$ cat src/core/smrc_defs.svh
// Constants for the sensor monitor readout core.
// Assumes inclusion from the package and the core module only.
`ifndef SMRC_DEFS_SVH
`define SMRC_DEFS_SVH
// Strap address table, first resistor counts down, second counts up
`define SMRC_ADDR_R1_BASE 7'h1f
`define SMRC_ADDR_R2_BASE 7'h18
`define SMRC_FIFO_DEPTH 16
`define SMRC_FIFO_AW 4
`define SMRC_ACC_SAMPLES 5'h10
// Output format codes
`define SMRC_FMT_RAW 2'h0
`define SMRC_FMT_CHID 2'h1
`define SMRC_FMT_CHID_VALID 2'h2
// Fill mode codes
`define SMRC_FILL_STOP_FULL 2'h0
`define SMRC_FILL_WRAP 2'h1
`define SMRC_FILL_PRE_ALERT 2'h2
`define SMRC_FILL_POST_ALERT 2'h3
// Operating mode codes
`define SMRC_MODE_MANUAL 2'h0
`define SMRC_MODE_AUTO_THRESH 2'h1
`define SMRC_MODE_AUTO_DIAG 2'h2
`define SMRC_MODE_HIGH_PREC 2'h3
`endif

$ cat src/core/smrc_pkg.sv
// Types shared by the sensor monitor readout core.
// Assumes smrc_defs.svh is on the include path.
`include "smrc_defs.svh"
package smrc_pkg;
  // One conversion result from the analog front end
  typedef struct packed {
    logic ch;
    logic [11:0] code;
  } smrc_sample_s;
  // Per-channel window settings
  typedef struct packed {
    logic [11:0] low;
    logic [11:0] high;
    logic [11:0] hyst;
  } smrc_window_s;
  // Host-side read port request
  typedef struct packed {
    logic frame;
    logic byte_done;
  } smrc_rd_s;
endpackage : smrc_pkg

$ cat src/core/smrc_fifo.sv
// Generic valid/ready FIFO used as the result buffer.
// Assumes one clock and a synchronous active-low reset.
module smrc_fifo
  import smrc_pkg::*;
#(
  parameter int WIDTH = 16,
  parameter int DEPTH = 16
)(
  // Clock and reset
  input wire logic ref_clk,
  input wire logic resetn,
  input wire logic flush,
  // Fill side
  input wire logic in_valid,
  output logic in_ready,
  input wire logic [WIDTH-1:0] in_data,
  // Drain side
  output logic out_valid,
  input wire logic out_ready,
  output logic [WIDTH-1:0] out_data,
  output logic [$clog2(DEPTH):0] count
);
  localparam int AW = $clog2(DEPTH);
  typedef struct packed {
    logic [AW-1:0] wp;
    logic [AW-1:0] rp;
    logic [AW:0] cnt;
  } smrc_fifo_st_s;
  smrc_fifo_st_s st, next_st;
  logic [WIDTH-1:0] mem [DEPTH];
  logic push, pop;

  ////////////////////////////////////////////////////////////////////////////
  // Handshakes; full stalls the source honestly
  assign in_ready = (st.cnt != DEPTH[AW:0]);
  assign out_valid = (st.cnt != '0);
  assign out_data = mem[st.rp];
  assign count = st.cnt;
  assign push = in_valid && in_ready && !flush;
  assign pop = out_valid && out_ready && !flush;

  // Pointer update
  always_comb
  begin
    next_st = st;
    if (flush)
    begin
      next_st = '0;
    end
    else
    begin
      if (push)
        next_st.wp = st.wp + 1'b1;
      if (pop)
        next_st.rp = st.rp + 1'b1;
      next_st.cnt = st.cnt + {{AW{1'b0}}, push} - {{AW{1'b0}}, pop};
    end
  end

  // State register
  always_ff @(posedge ref_clk)
  begin
    if (!resetn)
      st <= '0;
    else
      st <= next_st;
  end

  // Storage, no reset needed since count gates reads
  always_ff @(posedge ref_clk)
  begin
    if (push)
      mem[st.wp] <= in_data;
  end
endmodule : smrc_fifo

$ cat src/core/smrc_core.sv
// Digital back end of a dual-channel sensor monitor.
// Assumes conversion results arrive as one-cycle strobes and that an I2C
// slave front end holds a read frame as a level and reports finished bytes as pulses.
`include "smrc_defs.svh"
module smrc_core
  import smrc_pkg::*;
(
  // Clock and reset
  input wire logic ref_clk,
  input wire logic resetn,
  // Oscillator and pacing
  input wire logic osc_lp_tick,
  input wire logic osc_hs_tick,
  input wire logic oscillator_choice,
  input wire logic [7:0] clocks_per_conversion,
  // Strap and address reprogram
  input wire logic [2:0] addr_strap,
  input wire logic addr_reprogram,
  // Sequence control
  input wire logic [1:0] op_mode,
  input wire logic [1:0] scan_channel_enables,
  input wire logic scan_launch_bit,
  input wire logic scan_abort_bit,
  input wire logic [1:0] fifo_fill_mode,
  input wire logic [1:0] out_format,
  // Conversion results
  input wire logic sample_valid,
  input wire smrc_sample_s sample,
  // Window comparator settings
  input wire smrc_window_s window_ch0,
  input wire smrc_window_s window_ch1,
  input wire logic [3:0] alert_debounce_limit,
  input wire logic [1:0] flag_high_clear,
  input wire logic [1:0] flag_low_clear,
  // Host read side
  input wire smrc_rd_s host_rd,
  // Status and outputs
  output logic convert_start,
  output logic convert_ch,
  output logic [6:0] slave_addr,
  output logic busy,
  output logic [15:0] read_word,
  output logic [4:0] fifo_fill,
  output logic [15:0] acc_ch0,
  output logic [15:0] acc_ch1,
  output logic [4:0] acc_count,
  output logic [1:0] flag_high,
  output logic [1:0] flag_low,
  output logic alert
);
  typedef enum logic [1:0] {SMRC_IDLE, SMRC_RUN, SMRC_DONE} smrc_seq_e;

  // Whole module state
  typedef struct packed {
    smrc_seq_e seq;
    logic run;
    logic strap_taken;
    logic [6:0] addr;
    logic [7:0] clk_cnt;
    logic cur_ch;
    logic conv, convch, half;
    logic [15:0] word;
    logic [4:0] entries;
    logic [15:0] acc0, acc1;
    logic [4:0] acc_n;
    logic [1:0] hi_cmp, lo_cmp;
    logic [3:0] ev_cnt0, ev_cnt1;
    logic [1:0] fh, fl;
    logic alert, triggered;
  } smrc_state_s;
  smrc_state_s st, next_st;

  // Buffer links
  logic fifo_in_valid, fifo_in_ready, fifo_out_valid, fifo_pop, fifo_flush;
  logic [15:0] fifo_in_data, fifo_out_data;
  logic [4:0] fifo_cnt;
  logic osc_tick, launch, autonomous, gate_ok;
  smrc_window_s win;
  logic [11:0] code;

  //////////////////////////////////////////////////////////////////////////
  // Strap decode, used for the first capture and on reprogram
  function automatic logic [6:0] smrc_strap_addr(input logic [2:0] s);
    if (!s[2])
      return `SMRC_ADDR_R1_BASE - {5'h0, s[1:0]};
    else
      return `SMRC_ADDR_R2_BASE + {5'h0, s[1:0]};
  endfunction : smrc_strap_addr

  // Entry formatting; 12-bit code left-justified, low nibble carries tags
  function automatic logic [15:0] smrc_fmt(input logic [1:0] f, input logic ch,
                                           input logic [11:0] c);
    if (f == `SMRC_FMT_CHID)
      return {c, 3'h0, ch};
    else if (f == `SMRC_FMT_CHID_VALID)
      return {c, 2'h0, ch, 1'b1};
    else
      return {c, 4'h0};
  endfunction : smrc_fmt

  assign osc_tick = oscillator_choice ? osc_lp_tick : osc_hs_tick;
  assign launch = scan_launch_bit;
  assign autonomous = (op_mode == `SMRC_MODE_AUTO_THRESH) ||
                      (op_mode == `SMRC_MODE_AUTO_DIAG);
  assign win = sample.ch ? window_ch1 : window_ch0;
  assign code = sample.code;
  // Fill gating: post-alert mode waits for an alert in autonomous modes
  assign gate_ok = !autonomous ||
                   (fifo_fill_mode != `SMRC_FILL_POST_ALERT) ||
                   st.triggered;
  assign fifo_flush = launch || !resetn;
  assign fifo_in_valid = sample_valid && st.seq == SMRC_RUN && autonomous
                         && gate_ok;
  assign fifo_in_data = smrc_fmt(out_format, sample.ch, code);
  // Word taken on second byte of a frame, only when not running
  assign fifo_pop = host_rd.frame && host_rd.byte_done && st.half &&
                    st.seq != SMRC_RUN && fifo_out_valid;

  smrc_fifo #(
    .WIDTH(16),
    .DEPTH(`SMRC_FIFO_DEPTH)
  ) u_fifo (
    .ref_clk(ref_clk),
    .resetn(resetn),
    .flush(fifo_flush),
    .in_valid(fifo_in_valid),
    .in_ready(fifo_in_ready),
    .in_data(fifo_in_data),
    .out_valid(fifo_out_valid),
    .out_ready(fifo_pop),
    .out_data(fifo_out_data),
    .count(fifo_cnt)
  );

  //////////////////////////////////////////////////////////////////////////
  // Next-state logic for the whole core
  always_comb
  begin
    next_st = st;
    next_st.conv = 1'b0;
    // Strap caught one cycle after release, never inside reset
    if (!st.strap_taken || addr_reprogram)
    begin
      next_st.addr = smrc_strap_addr(addr_strap);
      next_st.strap_taken = 1'b1;
    end
    // Sequencer
    case (st.seq)
      SMRC_IDLE, SMRC_DONE:
      begin
        if (launch && |scan_channel_enables)
        begin
          next_st.seq = SMRC_RUN;
          next_st.clk_cnt = '0;
          next_st.cur_ch = !scan_channel_enables[0];
        end
      end
      SMRC_RUN:
      begin
        if (scan_abort_bit)
          next_st.seq = SMRC_DONE;
        else if (osc_tick)
        begin
          // One conversion per programmed count; channels alternate when both are enabled
          if (st.clk_cnt == '0)
          begin
            next_st.conv = 1'b1;
            next_st.convch = st.cur_ch;
            if (&scan_channel_enables)
              next_st.cur_ch = !st.cur_ch;
          end
          if (st.clk_cnt + 8'h01 >= clocks_per_conversion)
            next_st.clk_cnt = '0;
          else
            next_st.clk_cnt = st.clk_cnt + 8'h01;
        end
        // Done when buffer full (any fill mode but wrap) or accumulation complete
        if ((autonomous && !fifo_in_ready &&
             fifo_fill_mode != `SMRC_FILL_WRAP) ||
            (op_mode == `SMRC_MODE_HIGH_PREC &&
             st.acc_n == `SMRC_ACC_SAMPLES))
          next_st.seq = SMRC_DONE;
      end
      default:
        next_st.seq = SMRC_IDLE;
    endcase
    // Accumulators
    if (launch)
    begin
      next_st.acc0 = '0;
      next_st.acc1 = '0;
      next_st.acc_n = '0;
      next_st.triggered = 1'b0;
    end
    else if (sample_valid && st.seq == SMRC_RUN &&
             op_mode == `SMRC_MODE_HIGH_PREC &&
             st.acc_n != `SMRC_ACC_SAMPLES)
    begin
      if (!sample.ch && scan_channel_enables[0])
        next_st.acc0 = st.acc0 + {4'h0, code};
      if (sample.ch && scan_channel_enables[1])
        next_st.acc1 = st.acc1 + {4'h0, code};
      if (sample.ch || !scan_channel_enables[1])
        next_st.acc_n = st.acc_n + 5'h01;
    end
    // Window comparators with hysteresis on each side
    if (sample_valid)
    begin
      if (code > win.high)
        next_st.hi_cmp[sample.ch] = 1'b1;
      else if (code < win.high - win.hyst)
        next_st.hi_cmp[sample.ch] = 1'b0;
      if (code < win.low)
        next_st.lo_cmp[sample.ch] = 1'b1;
      else if (code > win.low + win.hyst)
        next_st.lo_cmp[sample.ch] = 1'b0;
    end
    // Clear by writing one first, so that a same-cycle set still wins
    next_st.fh = st.fh & ~flag_high_clear;
    next_st.fl = st.fl & ~flag_low_clear;
    // Debounce counters, one per channel, shared limit
    if (sample_valid && !sample.ch)
    begin
      if (!(next_st.hi_cmp[0] || next_st.lo_cmp[0]))
        next_st.ev_cnt0 = '0;
      else if (st.ev_cnt0 >= alert_debounce_limit)
      begin
        next_st.fh[0] = next_st.fh[0] | next_st.hi_cmp[0];
        next_st.fl[0] = next_st.fl[0] | next_st.lo_cmp[0];
      end
      else
        next_st.ev_cnt0 = st.ev_cnt0 + 4'h1;
    end
    if (sample_valid && sample.ch)
    begin
      if (!(next_st.hi_cmp[1] || next_st.lo_cmp[1]))
        next_st.ev_cnt1 = '0;
      else if (st.ev_cnt1 >= alert_debounce_limit)
      begin
        next_st.fh[1] = next_st.fh[1] | next_st.hi_cmp[1];
        next_st.fl[1] = next_st.fl[1] | next_st.lo_cmp[1];
      end
      else
        next_st.ev_cnt1 = st.ev_cnt1 + 4'h1;
    end
    next_st.alert = |(next_st.fh | next_st.fl);
    if (next_st.alert)
      next_st.triggered = 1'b1;
    // Read side: byte pairing and output word
    if (!host_rd.frame)
      next_st.half = 1'b0;
    else if (host_rd.byte_done)
      next_st.half = !st.half;
    if (st.seq == SMRC_RUN || !fifo_out_valid)
      next_st.word = '0;
    else
      next_st.word = fifo_out_data;
    next_st.entries = fifo_cnt;
    next_st.run = (next_st.seq == SMRC_RUN);
  end

  // State register
  always_ff @(posedge ref_clk)
  begin
    if (!resetn)
      st <= '0;
    else
      st <= next_st;
  end

  // Outputs straight from state
  assign convert_start = st.conv;
  assign convert_ch = st.convch;
  assign slave_addr = st.addr;
  assign busy = st.run;
  assign read_word = st.word;
  assign fifo_fill = st.entries;
  assign acc_ch0 = st.acc0;
  assign acc_ch1 = st.acc1;
  assign acc_count = st.acc_n;
  assign flag_high = st.fh;
  assign flag_low = st.fl;
  assign alert = st.alert;

  //////////////////////////////////////////////////////////////////////////
  // Checks
  property p_osc_pick;
    @(posedge ref_clk) disable iff (!resetn)
    (st.seq == SMRC_RUN && !scan_abort_bit && st.clk_cnt == '0 &&
     osc_tick) |=> convert_start;
  endproperty
  a_osc_pick: assert property (p_osc_pick)
    else $error("conversion not started on oscillator tick");
  property p_addr;
    @(posedge ref_clk) disable iff (!resetn)
    $rose(st.strap_taken) |-> slave_addr == smrc_strap_addr($past(addr_strap));
  endproperty
  a_addr: assert property (p_addr)
    else $error("strap address decoded wrongly");
  property p_abort;
    @(posedge ref_clk) disable iff (!resetn)
    (busy && scan_abort_bit) |=> !busy;
  endproperty
  a_abort: assert property (p_abort)
    else $error("busy stayed high after abort");
  property p_busy_zero;
    @(posedge ref_clk) disable iff (!resetn)
    busy |=> read_word == '0;
  endproperty
  a_busy_zero: assert property (p_busy_zero)
    else $error("nonzero data during sequence");
  property p_flush;
    @(posedge ref_clk) disable iff (!resetn)
    scan_launch_bit |=> ##1 fifo_fill == '0;
  endproperty
  a_flush: assert property (p_flush)
    else $error("buffer not cleared on launch");
  property p_acc_clr;
    @(posedge ref_clk) disable iff (!resetn)
    scan_launch_bit |=> acc_ch0 == '0 && acc_ch1 == '0 && acc_count == '0;
  endproperty
  a_acc_clr: assert property (p_acc_clr)
    else $error("accumulators not cleared on launch");
  property p_fill_max;
    @(posedge ref_clk) disable iff (!resetn)
    fifo_fill <= 5'h10;
  endproperty
  a_fill_max: assert property (p_fill_max)
    else $error("buffer count above depth");
  property p_alert;
    @(posedge ref_clk) disable iff (!resetn)
    $changed(flag_high | flag_low) |-> alert == |(flag_high | flag_low);
  endproperty
  a_alert: assert property (p_alert)
    else $error("alert not re-evaluated");
  c_run: cover property (@(posedge ref_clk) $fell(busy));
  c_pop: cover property (@(posedge ref_clk) fifo_pop);
  c_alert: cover property (@(posedge ref_clk) $rose(alert));
endmodule : smrc_core

$ cat config.mk
export PLATFORM = sky130hd
export DESIGN_NAME = smrc_core
export DESIGN_NICKNAME = d
export VERILOG_FILES = /design/src/core/smrc_pkg.sv /design/src/core/smrc_fifo.sv /design/src/core/smrc_core.sv
export VERILOG_INCLUDE_DIRS = /design/src /design/src/core
export SDC_FILE = /design/constraint.sdc
export NUM_CORES = 1
export LEC_CHECK = 0
export ABC_CLOCK_PERIOD_IN_PS = 7600
export BUFFER_PORTS_ARGS = -buffer_cell sky130_fd_sc_hd__clkbuf_2
export CAP_MARGIN = 10
export CORE_UTILIZATION = 28
export DETAILED_ROUTE_END_ITERATION = 6
export PLACE_DENSITY = 0.51
export SYNTH_ARGS = -nofsm -noshare
export SYNTH_HDL_FRONTEND = slang
export SYNTH_HIERARCHICAL = 1
export SYNTH_SLANG_ARGS = --single-unit
$ cat constraint.sdc
create_clock -name ref_clk -period 7.6 [get_ports ref_clk]
set_input_delay 1.52 -clock ref_clk [delete_from_list [all_inputs] [get_ports ref_clk]]
set_output_delay 1.52 -clock ref_clk [all_outputs]
set_load 0.05 [all_outputs]
==> results.json, run 1 <==
{
  "status": "finished clean",
  "path_clk_slew_ns": 0.06,
  "firstDrtPassIters": 4,
  "swShare_pct": 24.2,
  "synth_fa_ha_area_share_pct": 9.07,
  "r2r_slack_ns": 4.23,
  "antenna-diode-count": 0,
  "critPathCapture": "st[10]",
  "ys_seq_area_share_pct": 53.7,
  "clockBufferDepth": 3,
  "peakVddDrop_mv": 0.133,
  "dp_slack_ns": 1.17,
  "power_density_nw_per_um2": 210,
  "finalSetupViolations": 0,
  "p_total_mw": 4.46,
  "start_kind": "input pin",
  "clock-sinks": 368,
  "period_share_pct": 77.9,
  "synthTopCellsByCount": "256 x edfxtp_1, 126 x ha_1, 112 x dfxtp_1",
  "fmax_mhz": 169,
  "combinationalPowerShare_pct": 9.7,
  "cp.arrival_ns": 6.41,
  "grt_overflow": 0,
  "power_frac_seq_pct": 48.3,
  "drcViolationCount": 0,
  "synth.avg_cell_area_um2": 12.6,
  "first_iter_violations": 612,
  "yosys.area.top_type_share_pct": 41.6,
  "h-tree-depth": 2,
  "nets": 1879,
  "numPortBuffers": 193,
  "ys.flop_type": "edfxtp_1",
  "critPathMaxFanout": 24,
  "via_per_inst": 4.68,
  "power.internal_mw": 3.38,
  "cts_resized": 0,
  "ys.warnings.count": 6,
  "worstSkewPairLatency_ns": 0.56,
  "place_congestion": 0.806,
  "r2r_cells": 13,
  "io_pins": 196,
  "antenna_found_initial": 4,
  "chipWidth_um": 259,
  "hold_buffers": 0,
  "grtUsageTotal_pct": 14.2,
  "synth-async-reset-ratio_pct": 0,
  "cts_root_buf": "clkbuf_16",
  "ys_ff_latch": 368,
  "start_util_pct": 28.5,
  "cts_tree": "yes",
  "die_area_um2": 67100,
  "clockPowerShare_pct": 42.0,
  "wl_um": 47500,
  "placed_area_um2": 20000,
  "synth_mux_area_share_pct": 10.4,
  "seqCellArea_um2": 9930,
  "hold_path.class": "reg2reg",
  "cp-end-kind": "flip-flop",
  "timing.final.ws_setup_ns": 1.68,
  "vias": 11800,
  "crit_slowest_cell": "clkbuf_2",
  "slew_headroom_pct": 28.0,
  "synth_edf_count": 256,
  "syn_inst": 1463,
  "hold_viol": 0,
  "reg2reg_from": "st[97]",
  "cts_setup_buffers": 0,
  "netlist_area_um2": 18500,
  "maxCapViolCount": 0,
  "grt_pass1_vias": 12200,
  "critPathMaxStageDelay_ns": 0.61,
  "ant_nets": 0,
  "synth-simple-area-share_pct": 9.45,
  "cts_buffers": 39,
  "synth_cell_types": 70,
  "final_cell_area_um2": 21300,
  "yosysTopAreaCell": "edfxtp_1",
  "grt_max_degree": 65,
  "p_switching_mw": 1.08,
  "yosysMostFrequentCell": "edfxtp_1",
  "p_leak_nw": 8.09,
  "synth_compound_area_share_pct": 7.82,
  "fp-row-count": 93,
  "period_needed_ns": 5.92,
  "drive_above_1_share_pct": 21.4,
  "worstReg2RegEnd": "u_fifo/count[4]",
  "tightest_slew_ns": 1.05,
  "worstPathCellList": "clkbuf_2 > mux2_2 > ha_1 > fa_1 > a21o_1 > a21oi_1 > o21bai_1 > a21oi_1 > o21ai_1 > a21o_1 > a21oi_1 > xor2_1 > ha_1 > a21oi_1 > nand2_1 > a21o_1 > o31ai_1 > o21ai_0 > nand4_1 > and3_1",
  "area_delta_synth_final_pct": 15.0,
  "synth_area_leaders": "edfxtp_1 42%, dfxtp_1 12%, ha_1 8.5%",
  "crit_start": "sample[12]",
  "fp.dieH_um": 259,
  "grt_pass1_wl_um": 72200,
  "setup_tns_ns": 0,
  "cp.required_ns": 8.09,
  "multiInputGateArea_um2": 7610,
  "wl_per_cell_um": 18.9,
  "synth_top_family_by_area": "multiplexers",
  "fin_worst_skew_ns": 0.0216,
  "dpl.hpwl_um": 32500,
  "fp.coreArea_um2": 64800,
  "hold_slack_ns": 0.471,
  "rsz0062_at_grt": "false",
  "synthXorXnorAreaFrac_pct": 3.50,
  "critical_path_class": "in2reg",
  "num-fill-cells": 6477,
  "cpMostUsedCell": "a21oi_1",
  "finalMaxSlewViolations": 0
}
critical path, delay by kind of cell:
kind | cells | cell delay [ns]
multiplexers | 1 | 0.44
AND/OR/NAND/NOR | 3 | 0.46
adder cells (fa/ha/maj) | 3 | 0.91
XOR/XNOR | 1 | 0.16
AO/OA/AOI/OAI | 11 | 2.29
buffers and inverters | 1 | 0.61
cell type report:
| type | count | share of cell area (%) |
|---|---|---|
| repair buffers | 209 | 5.11 |
| inverters | 81 | 1.43 |
| clock buffers | 54 | 5.16 |
| flip-flops and latches | 368 | 46.7 |
| well taps | 855 | 5.03 |
| clock inverters | 18 | 0.753 |
| multi-input cells | 926 | 35.8 |
routing by layer:
| metal | up-vias | track usage, % | wire length, um |
|---|---|---|---|
| li1 | 5630 | - | - |
| met1 | 5753 | 18.3 | 20800 |
| met2 | 315 | 24.0 | 22800 |
| met3 | 56 | 3.05 | 3020 |
| met4 | 4 | 3.50 | 850 |
| met5 | - | 0 | 30 |
placed cells by master, fill, tap and decap left out, types with 40 or more instances in the layout:
cell,count
nand2_1,107
dfxtp_1,110
mux4_2,54
a21oi_1,77
edfxtp_1,256
inv_1,80
clkbuf_2,194
mux2i_1,40
ha_1,126
nor2_1,71
power by group through the flow:
stage	sequential, mW	combinational (mW)	clock [mW]
floorplan	2.20	0.287	0
global placement	2.20	0.428	0
detailed placement	2.20	0.435	0
CTS	2.15	0.437	1.94
global route	2.15	0.492	2.01
finish	2.15	0.433	1.88
per-stage QoR:
stage	cells	utilization, %
after floorplan	1496	-
after global placement	2439	30.9
after detailed placement	2439	30.9
after CTS	2511	32.8
after global routing	2511	32.8
final	2511	32.8
cell families (layout without fill, tap and decap cells):
group | after synthesis | in the layout
xor+xnor | 74 | 74
compound gates | 225 | 225
simple gates | 354 | 354
fa+ha+maj | 131 | 131
flops | 368 | 368
mux | 108 | 108
other cells | 1 | 34
buf+inv | 202 | 362
sequential cells by signal, summed over array words and instances, names as in the netlist, 8 cells and up, named ones only:
signal      count
acc_ch0        16
u_fifo/mem    256
acc_ch1        16
u_fifo/st       8
read_word      16
st             25
worst min path at each step:
stage | end | slack [ns] | start | cells after the start
finish | acc_ch0[3] | 0.47 | acc_ch0[3] | 2
global route | acc_ch0[4] | 0.50 | acc_ch0[4] | 2
CTS | acc_ch0[3] | 0.48 | acc_ch0[3] | 2
detailed placement | acc_ch1[11] | 0.47 | acc_ch1[11] | 2
global placement | acc_ch0[2] | 0.46 | acc_ch0[2] | 2
floorplan | acc_ch0[11] | 0.45 | acc_ch0[11] | 2
Power figures use the tool's default switching activity.
==> run 2: changes to the inputs <==
- ABC_CLOCK_PERIOD_IN_PS: 7600 -> 5400
- PLACE_DENSITY: 0.51 -> 0.53
- clock period: 7.6 -> 5.4 ns (I/O delays scaled with it)
==> results.json, run 2 (synthesis gave the netlist of run 1 again) <==
{
  "cp.required_ns": 5.89,
  "antenna-diode-count": 0,
  "stdcell_count": 2534,
  "period_share_pct": 92.6,
  "fmax_mhz": 200,
  "cts_root_buf": "clkbuf_16",
  "worstSkewPairLatency_ns": 0.56,
  "clockBufferDepth": 3,
  "dp_slack_ns": -0.117,
  "cts_tree": "yes",
  "cpMostUsedCell": "a21oi_1",
  "fp.coreArea_um2": 64800,
  "timing.final.ws_setup_ns": 0.399,
  "nets": 1904,
  "fp-row-count": 93,
  "fp.dieH_um": 259,
  "grt_pass1_wl_um": 73500,
  "grt_overflow": 0,
  "wl_per_cell_um": 19.0,
  "clock-sinks": 368,
  "critical_path_class": "in2reg",
  "drcViolationCount": 0,
  "dpl.hpwl_um": 33700,
  "antenna_found_initial": 2,
  "maxCapViolCount": 0,
  "fin_worst_skew_ns": 0.0251,
  "first_iter_violations": 706,
  "firstDrtPassIters": 5,
  "final_common_cell": "edfxtp_1",
  "path_clk_slew_ns": 0.06,
  "status": "finished clean",
  "peakVddDrop_mv": 0.173,
  "hold_path.class": "reg2reg",
  "power_density_nw_per_um2": 298,
  "via_per_inst": 4.71,
  "critPathMaxFanout": 6,
  "grtUsageTotal_pct": 14.4,
  "dp.cells": 2465,
  "finalSetupViolations": 0,
  "crit_slowest_cell": "o31ai_1",
  "slew_headroom_pct": 28.0,
  "drive_above_1_share_pct": 22.0,
  "seqCellArea_um2": 9940,
  "regMostFlops": "u_fifo/mem",
  "h-tree-depth": 2,
  "die_area_um2": 67100,
  "top_regs": "u_fifo/mem (256), st (25)",
  "multiInputGateArea_um2": 7610,
  "critPathMaxStageDelay_ns": 0.49,
  "hold_buffers": 0,
  "vias": 11900,
  "final_cell_mix": "256 x edfxtp_1, 193 x clkbuf_2, 126 x ha_1",
  "final_cell_area_um2": 21500,
  "cts_buffers": 38,
  "grt_max_degree": 65,
  "grt_pass1_vias": 12400,
  "finalMaxSlewViolations": 0,
  "num-fill-cells": 6419,
  "place_congestion": 0.814,
  "tightest_slew_ns": 1.05,
  "hold_viol": 0,
  "placed_area_um2": 20200,
  "cts_resized": 0,
  "largest_register_ffs": 256,
  "area_delta_synth_final_pct": 16.2,
  "wl_um": 48200,
  "start_util_pct": 28.5,
  "cp-end-kind": "flip-flop",
  "hold_slack_ns": 0.475,
  "p_leak_nw": 8.21,
  "chipWidth_um": 259,
  "period_needed_ns": 5.00,
  "numPortBuffers": 193,
  "cts_setup_buffers": 0,
  "io_pins": 196,
  "rsz0062_at_grt": "false",
  "cp.arrival_ns": 5.49,
  "ant_nets": 0,
  "worstPathCellList": "clkbuf_2 > buf_4 > mux2i_1 > inv_1 > fa_1 > a21o_1 > a21oi_1 > o21bai_1 > a21oi_1 > o21ai_1 > a21o_1 > a21oi_1 > xor2_1 > ha_1 > a21oi_1 > nand2_1 > a21o_1 > o31ai_1 > a21boi_0 > o22ai_1 > nor4_2 > a21oi_1",
  "start_kind": "input pin"
}
run 2: metrics by stage:
stage | setup TNS [ns] | utilization [%] | power, mW
6_report | 0 | 33.2 | 6.40
5_1_grt | 0 | 33.2 | 6.66
4_1_cts | 0 | 33.2 | 6.49
3_5_place_dp | -0.968 | 31.2 | 3.74
3_3_place_gp | -0.169 | 31.2 | 3.73
2_1_floorplan | 0 | - | 3.50
run 2: layout make-up:
type	instances	share of cell area, %
flip-flops and latches	368	46.2
multi-input cells	926	35.4
repair buffers	235	6.02
well taps	855	4.98
clock buffers	53	4.78
inverters	81	1.41
clock inverters	16	1.16
run 2: power breakdown:
| group | switching, mW | internal, mW |
|---|---|---|
| Clock | 1.14 | 1.59 |
| Combinational | 0.377 | 0.266 |
| Sequential | 0.00842 | 3.02 |
| Total | 1.53 | 4.88 |
run 2: final timing paths:
check	cells past startpoint	endpoint	slack [ns]	from
worst max-delay path	22	st[0]	0.40	sample[12]
worst min-delay path	2	acc_ch0[6]	0.47	acc_ch0[6]
worst max register to register	13	u_fifo/count[4]	1.99	st[97]
worst min register to register	2	acc_ch0[6]	0.47	acc_ch0[6]
run 2: critical path: cells and delay by family:
kind	cells	cell delay, ns
compound gates	13	2.56
xor+xnor	1	0.17
mux	1	0.26
simple gates	2	0.15
buf+inv	3	0.57
fa+ha+maj	2	0.70
run 2: per-layer routing:
layer	share of wire [%]	vias up	global-route usage, %
met1	44	5875	18.9
met3	6.5	61	2.71
met2	48	333	24.5
met5	0	-	0
met4	2.0	0	3.45
li1	-	5676	-
